File: src/hdl/lcs_pkg.sv
// lcs_pkg: register layouts, carriers and constants of the link config/status bank
//
// Contract
// - proc link status shows target kind
// - proc link status shows destination link number
// - proc link network field writable, resets zero
// - junk bit reads one while discarding
// - dest and source busy bits reported
// - ext link enable bit, 1 on, 0 off
// - width bit: 0 two-wire, 1 five-wire
// - error bit on overflow or bad token
// - credit-issued bit, resets zero
// - credit-held bit, resets zero
// - greeting write clears credit, sends greeting
// - receiver reset write restarts token framing
// - inter-symbol idle gap minus one, reset zero
// - inter-token idle gap minus one, reset zero
// - ext link registers form eight-entry array
// - static enable forwards all, no routing
// - static destination core select bit
// - static destination channel endpoint field
// - static registers order C,D,A,B,G,H,E,F
`default_nettype none
package lcs_pkg;
  // ----------------------------------------------------------------
  // address map, register indices (byte address is index times four)
  // ----------------------------------------------------------------
  localparam int          ADDR_W  = 12;      // apb byte address width
  localparam int          BYTE_SH = 2;       // word index starts here
  localparam int          IDX_W   = 10;      // register index width
  localparam int          GROUP_W = 3;       // index bits inside a group
  localparam int          NUM_XL  = 8;       // external links, letters a..h
  localparam logic [9:0]  PL_IDX  = 10'h040; // processor link group
  localparam logic [9:0]  XL_IDX  = 10'h080; // external link group
  localparam logic [9:0]  ST_IDX  = 10'h0A0; // static forwarding group
  localparam int          GAP_W   = 11;      // idle gap field width
  // static register r steers link letter ST_LINK_OF_REG[r] (a=0 .. h=7)
  localparam logic [2:0]  ST_LINK_OF_REG [8] = '{3'h2, 3'h3, 3'h0, 3'h1,
                                                 3'h6, 3'h7, 3'h4, 3'h5};
  // ----------------------------------------------------------------
  // types
  // ----------------------------------------------------------------
  typedef enum logic [1:0] {KIND_SWITCH = 2'h0, KIND_PROC = 2'h1,
                            KIND_CTRL = 2'h2, KIND_UNDEF = 2'h3} lcs_kind_e;
  typedef enum logic [1:0] {APB_IDLE = 2'b01, APB_ACC = 2'b10} lcs_apb_e;
  typedef struct packed {
    logic [5:0] r31; lcs_kind_e kind; logic [7:0] target; logic [9:0] r15;
    logic [1:0] net; logic r3; logic junk; logic dst_busy; logic src_busy;
  } lcs_pl_word_s;
  typedef struct packed {
    logic en; logic wide; logic [1:0] r29; logic rx_err; logic cred_iss;
    logic cred_held; logic greet; logic rx_rst; logic r22;
    logic [GAP_W-1:0] sym_gap; logic [GAP_W-1:0] tok_gap;
  } lcs_xl_word_s;
  typedef struct packed {
    logic en; logic [21:0] r30; logic dest_core; logic [2:0] r7; logic [4:0] chan;
  } lcs_st_word_s;
  // live status of one processor link from the switch core
  typedef struct packed {
    lcs_kind_e kind; logic [7:0] target; logic junk; logic dst_busy; logic src_busy;
  } lcs_pl_stat_s;
  // link layer events: pulses except cred_iss, which is a level
  typedef struct packed {
    logic rx_overflow; logic bad_token; logic cred_iss; logic credit_grant;
  } lcs_xl_ev_s;
  typedef struct packed {
    logic en; logic wide; logic [GAP_W-1:0] sym_gap; logic [GAP_W-1:0] tok_gap;
  } lcs_xl_cfg_s;
  typedef struct packed {
    logic en; logic dest_core; logic [4:0] chan;
  } lcs_st_cfg_s;
endpackage
`default_nettype wire

File: src/hdl/lcs_link_regs.sv
// lcs_link_regs: apb register bank for processor, external and static link setup
`timescale 1ns/10ps
`default_nettype none
module lcs_link_regs #(
  parameter int NUM_PL = 8  // processor links served
) (
  input  wire logic                                          pclk,
  input  wire logic                                          presetn,
  input  wire logic                                          psel,
  input  wire logic                                          penable,
  input  wire logic                                          pwrite,
  input  wire logic [lcs_pkg::ADDR_W-1:0]                    paddr,
  input  wire logic [31:0]                                   pwdata,
  output var  logic [31:0]                                   prdata,
  output var  logic                                          pready,
  output var  logic                                          pslverr,
  input  wire lcs_pkg::lcs_pl_stat_s [NUM_PL-1:0]            pl_stat,
  input  wire lcs_pkg::lcs_xl_ev_s [lcs_pkg::NUM_XL-1:0]     xl_ev,
  output var  logic [NUM_PL-1:0][1:0]                        pl_network,
  output var  lcs_pkg::lcs_xl_cfg_s [lcs_pkg::NUM_XL-1:0]    xl_cfg,
  output var  logic [lcs_pkg::NUM_XL-1:0]                    xl_greet,
  output var  logic [lcs_pkg::NUM_XL-1:0]                    xl_rx_reset,
  output var  logic [lcs_pkg::NUM_XL-1:0]                    xl_cred_held,
  output var  lcs_pkg::lcs_st_cfg_s [lcs_pkg::NUM_XL-1:0]    st_cfg
);
  // ----------------------------------------------------------------
  // elaboration checks
  // ----------------------------------------------------------------
  // the group holds at most eight entries; more would alias the next group
  if (NUM_PL < 1 || NUM_PL > (1 << lcs_pkg::GROUP_W)) begin : g_bad_pl
    $error("NUM_PL must be 1 to 8");
  end

  // ----------------------------------------------------------------
  // address decode
  // ----------------------------------------------------------------
  logic [lcs_pkg::IDX_W-1:0]   idx;      // register index
  logic [lcs_pkg::GROUP_W-1:0] sub;      // entry inside a group
  logic                        aligned;  // low address bits clear
  logic                        hit_pl;   // processor link entry
  logic                        hit_xl;   // external link entry
  logic                        hit_st;   // static forwarding entry
  logic                        miss;     // no register answers

  assign idx     = paddr[lcs_pkg::ADDR_W-1:lcs_pkg::BYTE_SH];
  assign sub     = idx[lcs_pkg::GROUP_W-1:0];
  assign aligned = (paddr[lcs_pkg::BYTE_SH-1:0] == '0);

  // group compare on upper index bits, entry range on the low ones
  always_comb begin
    hit_pl = aligned && (idx[lcs_pkg::IDX_W-1:lcs_pkg::GROUP_W] ==
             lcs_pkg::PL_IDX[lcs_pkg::IDX_W-1:lcs_pkg::GROUP_W]) &&
             (32'(sub) < NUM_PL);
    hit_xl = aligned && (idx[lcs_pkg::IDX_W-1:lcs_pkg::GROUP_W] ==
             lcs_pkg::XL_IDX[lcs_pkg::IDX_W-1:lcs_pkg::GROUP_W]);
    hit_st = aligned && (idx[lcs_pkg::IDX_W-1:lcs_pkg::GROUP_W] ==
             lcs_pkg::ST_IDX[lcs_pkg::IDX_W-1:lcs_pkg::GROUP_W]);
    miss   = !(hit_pl || hit_xl || hit_st);
  end

  // ----------------------------------------------------------------
  // apb handshake
  // ----------------------------------------------------------------
  lcs_pkg::lcs_apb_e state;   // setup seen or not
  logic              wr_fire; // write takes effect this edge
  logic [31:0]       rd_word; // read data for current address

  // answer one cycle after setup: pready and data are registered
  always_ff @(posedge pclk or negedge presetn) begin
    if (!presetn) begin
      state   <= lcs_pkg::APB_IDLE;
      pready  <= 1'b0;
      prdata  <= '0;
      pslverr <= 1'b0;
    end else begin
      unique case (state)
        lcs_pkg::APB_IDLE: begin
          // setup phase: latch the answer now
          if (psel && !penable) begin
            state   <= lcs_pkg::APB_ACC;
            pready  <= 1'b1;
            prdata  <= pwrite ? '0 : rd_word;
            pslverr <= miss;
          end
        end
        lcs_pkg::APB_ACC: begin
          // access completes at this edge; drop back for the next setup
          state   <= lcs_pkg::APB_IDLE;
          pready  <= 1'b0;
          pslverr <= 1'b0;
        end
      endcase
    end
  end

  // unmapped writes are refused and change nothing
  assign wr_fire = (state == lcs_pkg::APB_ACC) && psel && penable && pwrite && !pslverr;

  // ----------------------------------------------------------------
  // write decode, per entry strobes
  // ----------------------------------------------------------------
  lcs_pkg::lcs_pl_word_s       wd_pl;   // write data as proc link word
  lcs_pkg::lcs_xl_word_s       wd_xl;   // write data as ext link word
  lcs_pkg::lcs_st_word_s       wd_st;   // write data as static word
  lcs_pkg::lcs_xl_cfg_s        wd_cfg;  // ext link config part of a write
  logic [NUM_PL-1:0]           wr_pl;   // one-hot proc link write
  logic [lcs_pkg::NUM_XL-1:0]  wr_xl;   // one-hot ext link write
  logic [lcs_pkg::NUM_XL-1:0]  wr_st;   // one-hot static register write

  assign wd_pl = lcs_pkg::lcs_pl_word_s'(pwdata);
  assign wd_xl = lcs_pkg::lcs_xl_word_s'(pwdata);
  assign wd_st = lcs_pkg::lcs_st_word_s'(pwdata);

  // only writable fields are picked out, reserved bits are dropped
  always_comb begin
    wd_cfg.en      = wd_xl.en;
    wd_cfg.wide    = wd_xl.wide;
    wd_cfg.sym_gap = wd_xl.sym_gap;
    wd_cfg.tok_gap = wd_xl.tok_gap;
    for (int i = 0; i < NUM_PL; i++) begin
      wr_pl[i] = wr_fire && hit_pl && (sub == lcs_pkg::GROUP_W'(i));
    end
    for (int i = 0; i < lcs_pkg::NUM_XL; i++) begin
      wr_xl[i] = wr_fire && hit_xl && (sub == lcs_pkg::GROUP_W'(i));
      wr_st[i] = wr_fire && hit_st && (sub == lcs_pkg::GROUP_W'(i));
    end
  end

  // ----------------------------------------------------------------
  // processor link network fields
  // ----------------------------------------------------------------
  // network membership, the only writable proc link field
  always_ff @(posedge pclk or negedge presetn) begin
    if (!presetn) begin
      pl_network <= '0;
    end else begin
      for (int i = 0; i < NUM_PL; i++) begin
        if (wr_pl[i]) begin
          pl_network[i] <= wd_pl.net;
        end
      end
    end
  end

  // ----------------------------------------------------------------
  // external link configuration
  // ----------------------------------------------------------------
  // enable, width and gap fields; enable also steers the pin mux outside
  always_ff @(posedge pclk or negedge presetn) begin
    if (!presetn) begin
      xl_cfg <= '0;
    end else begin
      for (int i = 0; i < lcs_pkg::NUM_XL; i++) begin
        if (wr_xl[i]) begin
          xl_cfg[i] <= wd_cfg;
        end
      end
    end
  end

  // one-cycle command pulses toward the link layer
  always_ff @(posedge pclk or negedge presetn) begin
    if (!presetn) begin
      xl_greet    <= '0;
      xl_rx_reset <= '0;
    end else begin
      for (int i = 0; i < lcs_pkg::NUM_XL; i++) begin
        xl_greet[i]    <= wr_xl[i] && wd_xl.greet;
        xl_rx_reset[i] <= wr_xl[i] && wd_xl.rx_rst;
      end
    end
  end

  // ----------------------------------------------------------------
  // external link status
  // ----------------------------------------------------------------
  logic [lcs_pkg::NUM_XL-1:0] rx_err;   // sticky receive error
  logic [lcs_pkg::NUM_XL-1:0] cred_iss; // credit given to remote

  // credit held: granted by remote, cleared by a greeting write;
  // a grant in the clearing cycle wins so a credit is never lost
  always_ff @(posedge pclk or negedge presetn) begin
    if (!presetn) begin
      xl_cred_held <= '0;
    end else begin
      for (int i = 0; i < lcs_pkg::NUM_XL; i++) begin
        if (xl_ev[i].credit_grant) begin
          xl_cred_held[i] <= 1'b1;
        end else if (wr_xl[i] && wd_xl.greet) begin
          xl_cred_held[i] <= 1'b0;
        end
      end
    end
  end

  // error is sticky until the receiver is reset; new errors win
  always_ff @(posedge pclk or negedge presetn) begin
    if (!presetn) begin
      rx_err <= '0;
    end else begin
      for (int i = 0; i < lcs_pkg::NUM_XL; i++) begin
        if (xl_ev[i].rx_overflow || xl_ev[i].bad_token) begin
          rx_err[i] <= 1'b1;
        end else if (wr_xl[i] && wd_xl.rx_rst) begin
          rx_err[i] <= 1'b0;
        end
      end
    end
  end

  // issued credit mirrors the link layer level, registered once
  always_ff @(posedge pclk or negedge presetn) begin
    if (!presetn) begin
      cred_iss <= '0;
    end else begin
      for (int i = 0; i < lcs_pkg::NUM_XL; i++) begin
        cred_iss[i] <= xl_ev[i].cred_iss;
      end
    end
  end

  // ----------------------------------------------------------------
  // static forwarding
  // ----------------------------------------------------------------
  // stored by link letter so the outputs need no remap logic
  always_ff @(posedge pclk or negedge presetn) begin
    if (!presetn) begin
      st_cfg <= '0;
    end else begin
      for (int r = 0; r < lcs_pkg::NUM_XL; r++) begin
        if (wr_st[r]) begin
          st_cfg[lcs_pkg::ST_LINK_OF_REG[r]].en        <= wd_st.en;
          st_cfg[lcs_pkg::ST_LINK_OF_REG[r]].dest_core <= wd_st.dest_core;
          st_cfg[lcs_pkg::ST_LINK_OF_REG[r]].chan      <= wd_st.chan;
        end
      end
    end
  end

  // ----------------------------------------------------------------
  // read mux
  // ----------------------------------------------------------------
  lcs_pkg::lcs_pl_word_s pl_rd;     // proc link word view
  lcs_pkg::lcs_xl_word_s xl_rd;     // ext link word view
  lcs_pkg::lcs_st_word_s st_rd;     // static word view
  lcs_pkg::lcs_kind_e    sel_kind;  // addressed link target kind
  logic [1:0]            sel_busy;  // addressed link busy pair
  logic [2:0]            st_link;   // letter behind addressed static reg

  assign st_link = lcs_pkg::ST_LINK_OF_REG[sub];

  // reserved bits stay zero because every view starts cleared
  always_comb begin
    pl_rd    = '0;
    xl_rd    = '0;
    st_rd    = '0;
    sel_kind = lcs_pkg::KIND_SWITCH;
    sel_busy = '0;
    rd_word  = '0;
    if (hit_pl) begin
      sel_kind       = pl_stat[sub].kind;
      sel_busy       = {pl_stat[sub].dst_busy, pl_stat[sub].src_busy};
      pl_rd.kind     = pl_stat[sub].kind;
      pl_rd.target   = pl_stat[sub].target;
      pl_rd.net      = pl_network[sub];
      pl_rd.junk     = pl_stat[sub].junk;
      pl_rd.dst_busy = pl_stat[sub].dst_busy;
      pl_rd.src_busy = pl_stat[sub].src_busy;
      rd_word        = pl_rd;
    end else if (hit_xl) begin
      // greeting and receiver reset are write-only and read zero
      xl_rd.en        = xl_cfg[sub].en;
      xl_rd.wide      = xl_cfg[sub].wide;
      xl_rd.rx_err    = rx_err[sub];
      xl_rd.cred_iss  = cred_iss[sub];
      xl_rd.cred_held = xl_cred_held[sub];
      xl_rd.sym_gap   = xl_cfg[sub].sym_gap;
      xl_rd.tok_gap   = xl_cfg[sub].tok_gap;
      rd_word         = xl_rd;
    end else if (hit_st) begin
      st_rd.en        = st_cfg[st_link].en;
      st_rd.dest_core = st_cfg[st_link].dest_core;
      st_rd.chan      = st_cfg[st_link].chan;
      rd_word         = st_rd;
    end
  end

  lcs_pkg::lcs_pl_word_s prd_pl;  // read data as proc link word
  lcs_pkg::lcs_xl_word_s prd_xl;  // read data as ext link word
  assign prd_pl = lcs_pkg::lcs_pl_word_s'(prdata);
  assign prd_xl = lcs_pkg::lcs_xl_word_s'(prdata);

  for (genvar g = 0; g < lcs_pkg::NUM_XL; g++) begin : g_xl_chk

  end
endmodule
`default_nettype wire

File: config.mk
export PLATFORM = sky130hd
export DESIGN_NAME = lcs_link_regs
export DESIGN_NICKNAME = d
export VERILOG_FILES = /design/src/hdl/lcs_pkg.sv /design/src/hdl/lcs_link_regs.sv
export SDC_FILE = /design/constraint.sdc
export NUM_CORES = 1
export LEC_CHECK = 0
export ABC_AREA = 1
export BUFFER_PORTS_ARGS = -buffer_cell sky130_fd_sc_hd__buf_4
export CAP_MARGIN = 15
export CORE_AREA = 2 2 197 199
export CTS_CLUSTER_DIAMETER = 30
export CTS_CLUSTER_SIZE = 12
export DETAILED_ROUTE_END_ITERATION = 7
export DIE_AREA = 0 0 199 201
export PLACE_DENSITY_LB_ADDON = 0.2
export SLEW_MARGIN = 20
export SYNTH_ARGS = -nofsm -noshare
export SYNTH_HDL_FRONTEND = slang
export SYNTH_SLANG_ARGS = --single-unit
File: constraint.sdc
create_clock -name pclk -period 4.28 [get_ports pclk]
set_input_delay 0.856 -clock pclk [delete_from_list [all_inputs] [get_ports pclk]]
set_output_delay 0.856 -clock pclk [all_outputs]
set_load 0.1 [all_outputs]
* After elaboration in Yosys (flattened, before gate mapping) *
Memory sizes are Yosys's and may differ from the RTL's.
Index checks and enable logic that the tools add are counted.

storage, ports and cells
  register bits after elaboration = 340
  bits in latches = 0
  RAM bits = 0
  memory bits (read-only) = 24
  input port bits = 185
  output and inout bits = 322
  logic and storage cells = 246
  memories kept = 1

memories
  memory           depth  width  rd ports  clocked after memory_dff  write ports  RTL line              text
  (no name shown)  8      3      1         0                         0            lcs_link_regs.sv:250  assign st_link = lcs_pkg::ST_LINK_OF_REG[sub];

operators by class
  add/sub/neg operators = 0
  multipliers = 0
  divide/modulo/power cells = 0
  $lt $le $gt $ge = 3
  equality and inequality tests = 13
  shift operators = 0
  muxes and demuxes = 58
  bitwise operators = 1
  reduce and logical (&&, ||, !) cells = 83

operator list
  operator                                                              count
  32-bit 2-to-1 mux                                                     4
  24-bit binary-select mux with 3-bit select                            1
  1-bit logical AND                                                     51
  13-bit binary-select mux with 3-bit select                            1
  1-bit 2-to-1 mux                                                      37
  2-bit nonzero test                                                    16
  24-bit 2-to-1 mux                                                     1
  7-bit binary-select mux with 3-bit select                             1
  7-bit by 5-bit == test with 1-bit output, second input constant       2
  13-bit 2-to-1 mux                                                     1
  3-bit == test, second input constant                                  4
  1-bit logical OR                                                      10
  1-bit binary-select mux with 3-bit select                             3
  3-bit by 4-bit < comparator with 1-bit output, second input constant  2
  7-bit by 4-bit == test with 1-bit output, second input constant       1
  7-bit 2-to-1 mux                                                      1
  2-bit binary-select mux with 3-bit select                             1
  3-bit by 2-bit == test with 1-bit output, second input constant       2
  3-bit 2-to-1 mux                                                      2
  4-bit >= comparator, second input constant                            1
  2-bit 2-to-1 mux                                                      2
  3-bit NOT with 4-bit output                                           1
  1-bit one-hot mux with 2 select lines                                 2
  2-bit one-hot mux with 2 select lines                                 1
  8 further kinds                                                       10

* Longest topological paths before layout *
  depth after elaboration = 10
  gate-level depth with buffers = 13
  mapped depth without buffers = 12

* Least setup slack after synthesis *
Ideal clock, no wire load.

  kind = flip-flop to flip-flop
  start point = register, netlist name pready
  end point = register st_cfg[10] (netlist bit)
  library setup time = 0.135 ns
  data arrival time = 2.185 ns
  required time = 4.145 ns
  path slack = 1.961 ns
  stages on the path, launching flop included = 9
  path buffers = 1
  period minus slack after synthesis = 2.319 ns
  path through = dfrtp_1 -> inv_1 -> nor2_4 -> nand4_4 -> nor3_4 -> nand2_2 -> buf_6 -> nand2_1 -> o21ai_0

RTL lines
  element        RTL line             text
  end, declared  lcs_link_regs.sv:24  output var lcs_pkg::lcs_st_cfg_s [lcs_pkg::NUM_XL-1:0] st_cfg

* Final worst setup path *
  start point = input port paddr[2] (netlist bit)
  end point = register prdata[25]

between the ends
  longest elaborated chain between the ends = 5
  elaborated cells between the ends (all ways) = 7
  those cells by class = mux: 7

ends and longest elaborated chain
  element                                    RTL line              text
  start, declared                            lcs_link_regs.sv:12   input wire logic [lcs_pkg::ADDR_W-1:0] paddr,
  1-bit binary-select mux with 3-bit select  lcs_link_regs.sv:276  xl_rd.cred_held = xl_cred_held[sub];
  1-bit 2-to-1 mux (not written as such)     lcs_link_regs.sv:276
  32-bit 2-to-1 mux                          lcs_link_regs.sv:270  end else if (hit_xl) begin
  32-bit 2-to-1 mux *                        lcs_link_regs.sv:260  if (hit_pl) begin
  32-bit 2-to-1 mux *                        lcs_link_regs.sv:82   prdata <= pwrite ? '0 : rd_word;
  end signal, assigned                       lcs_link_regs.sv:82
  end, declared                              lcs_link_regs.sv:14   output var logic [31:0] prdata,

Mark *: on every way between the ends. The rest lies on a longest branch, timed or not. The select of a mux whose other input is x is not followed.
A chain may end at the register's enable or synchronous reset.

==> run summary <==
Run status: finished clean
Setup clock skew after layout: 19.0 ps
Clock latency at the later pin of the worst-skew pair: 580 ps
CTS-repair resized insts: 0
Router iterations before antenna repair: 6
DRC violation total after the first TritonRoute iteration: 1228
Cell area reported after detailed placement: 19600 um2
Average routed wire per standard cell: 21.7 um
PwrDens: 445 nW/um2
Post-DP HPWL: 42.5 mm
Clk sinks: 337
Number of buffers inserted by port buffering: 498
Arr. time, crit path: 3460 ps
Buffer depth of the longest clock path: 3
Max VDD drop: 0.279 mV
Final hold viol count: 0
Core ar.: 38100 um2
Global-route wire length before repair: 95.0 mm
Leakage Power: 11.4 nW
Number of register bits inferred by synthesis: 337
Starting utilization of the core area: 40.9%
Clock-pin slew of the registers on the worst-case setup and hold paths: 40 ps
Maximum number of pins on one net before global-route repair: 130
Final max-slew violation count: 0
Final cell count without fillers: 2941
Overflow left after global routing: 0
Total internal power: 7.44 mW
Top-area cell type share of the netlist area: 53.9%
Area added between synthesis and finish: 42.3%
Syn Inst Count: 1884
I/O Pins: 507
Leading cell types by count after synthesis: sky130_fd_sc_hd__nand2_1, sky130_fd_sc_hd__dfrtp_1, sky130_fd_sc_hd__nor2_1
Most used flip-flop cell after synthesis: sky130_fd_sc_hd__dfrtp_1
Final Total Pwr: 9.87 mW
Via count of the first global-routing pass: 15600
Hold WS: 174 ps
Setup-failing EPs final: 0
Detail Route Antenna Nets: 0
Beginning of the worst register-to-register path: pslverr$_DFFE_PN0P_
Std-Cell Rows: 72
Fraction of the core area covered by cells at the end of the flow: 58.2%
Buffer cell driving the clock tree root: sky130_fd_sc_hd__clkbuf_16
EDFF count, synth: 0
Classification of the worst setup path: input port to flop
Net switching power: 2.43 mW
Post-route cell area: 22200 um2
Vias per std cell: 5.36
Final cycle utilization of the critical path: 69.2%
H-tree Lvls: 3
Top fanout value on the critical path: 50
Number of CTS-inserted buffers: 75
Data required time of the critical path: 4780 ps
Remaining DRCs: 0
Worst Setup SP: paddr[2]
Proportion of layout cells with a drive suffix above 1: 29.5%
Sequential group share of total power: 32.8%
Setup repair after global routing missed its margin: false
Die area: 40000 um2
Top area cells in the synthesized netlist: sky130_fd_sc_hd__dfrtp_1, sky130_fd_sc_hd__nand2_1, sky130_fd_sc_hd__o21ai_1
Transition time of the tightest slew-check pin: 924 ps
Routability congestion estimate: 0.888
Syn avg cell area: 8.28 um2
Clock network fraction of total power: 59.4%
Count of nets after finishing: 2547
Final WL: 63.7 mm
Library cell with the highest instance count after synthesis: sky130_fd_sc_hd__nand2_1
Min setup slack post-route: 1320 ps
Post-synthesis cell type with the largest combined area: sky130_fd_sc_hd__dfrtp_1
Die width: 199 um
Setup TNS: 0 ps
Number of instances in the placed design: 2803
Antenna diode count: 0
Worst slew slack as a fraction of its limit: 38.4%
Yosys warning total: 0
Relative contribution of combinational cells to total power: 7.8%
Total global routing track utilization: 31.7%
Async set-or-reset flop fraction in the synthesized netlist: 100%
Critical path endpoint category: flop
Share of the yosys chip area belonging to registers: 54.1%
Number of setup buffers added after CTS: 0
Post-synthesis instance area: 15600 um2
Initial antenna violation count: 1
Cell variety after synth: 36
Worst-case setup slack after placement: 805 ps
TritonCTS clock tree: built
Peak clock frequency supported by timing: 338 MHz
Sw Ratio: 24.7%
Post-layout min period: 2960 ps
Path category of the worst min-delay check: input port to asynchronous set/reset pin
Number of max-cap violations: 0
Via count: 15800
Post-CTS Hold Buffers: 0
Vert. Die Dim: 201 um
Startpoint type of the worst setup path: input port
==> kinds of logic (layout without fill, tap and decap cells) <==
group	Yosys count	after routing	synth area share, %
buf+inv	233	771	6.87
other cells	1	2	0.0240
compound gates	452	452	15.8
simple gates	861	861	23.3
flops	337	337	54.1
==> path summary, 6_finish.rpt <==
kind,end,slack (ps),cells past startpoint
setup / recovery,prdata[25]$_DFFE_PN0P_,1320,11
min in group pclk,cred_iss[2]$_DFF_PN0_,400,1
max in group asynchronous,xl_cfg[63]$_DFFE_PN0N_,2870,2
setup reg to reg,rx_err[0]$_DFFE_PN0P_,2140,6
hold / removal,st_cfg[17]$_DFFE_PN0P_,170,1
hold reg to reg,rx_err[6]$_DFFE_PN0P_,470,2
==> cell type report <==
cell class	instances	area, um2
Clock buffer	99	2070
Clock inverter	39	537
Fill cell	3449	15900
Inverter	112	420
Multi-Input combinational cell	1315	6130
Sequential cell	337	8430
Tap cell	518	648
Timing Repair Buffer	521	3960
==> state kept, by name, summed over array words and instances (netlist names) <==
signal,flops
xl_cfg,192
st_cfg,56
prdata,30
pl_network,16
cred_iss,8
rx_err,8
xl_cred_held,8
xl_greet,8
xl_rx_reset,8
pready,1
pslverr,1
state,1
==> metal layers <==
layer	global-route usage (%)	part of all wire [%]	vias up	wire, um
met1	39.6	39	7692	25200
met4	14.2	4.2	2	2660
met2	52.3	48	781	30300
met5	0	0.019	-	12
met3	7.39	8.7	129	5550
li1	-	-	7163	-
==> power groups by stage <==
stage	logic, mW	clock network, mW	registers, mW
after floorplan	0.313	0	3.37
after global placement	0.757	0	3.29
after detailed placement	0.763	0	3.29
after CTS	0.767	5.92	3.24
after global routing	0.828	6.10	3.24
final	0.767	5.87	3.24
==> critical path: stages <==
cell and delay [ps]:
sky130_fd_sc_hd__buf_4 340, sky130_fd_sc_hd__clkinv_1 330, sky130_fd_sc_hd__nand2_4 660, sky130_fd_sc_hd__inv_1 340, sky130_fd_sc_hd__nand2_1 140, sky130_fd_sc_hd__nand4_1 90, sky130_fd_sc_hd__nand2_1 80, sky130_fd_sc_hd__nand3_1 230
sky130_fd_sc_hd__nand2_1 220, sky130_fd_sc_hd__nand2_1 70, sky130_fd_sc_hd__nand2_1 50
==> cells in the final DEF (no fill, tap or decap), types with 11 or more instances in the layout <==
cell	synthesis	layout
sky130_fd_sc_hd__inv_1	108	106
sky130_fd_sc_hd__o22ai_1	61	61
sky130_fd_sc_hd__o21ai_0	134	134
sky130_fd_sc_hd__nor2_2	11	11
sky130_fd_sc_hd__nor2_1	235	234
sky130_fd_sc_hd__buf_4	2	517
sky130_fd_sc_hd__or2_2	22	22
sky130_fd_sc_hd__dfrtp_1	336	336
sky130_fd_sc_hd__clkbuf_16	0	75
sky130_fd_sc_hd__o21ai_1	214	214
sky130_fd_sc_hd__nand2_1	481	476
sky130_fd_sc_hd__nand3b_1	12	12
sky130_fd_sc_hd__nand2_2	8	11
sky130_fd_sc_hd__clkbuf_1	43	14
sky130_fd_sc_hd__nand3_1	64	64
Note: power is estimated with default switching activity, not from simulation.
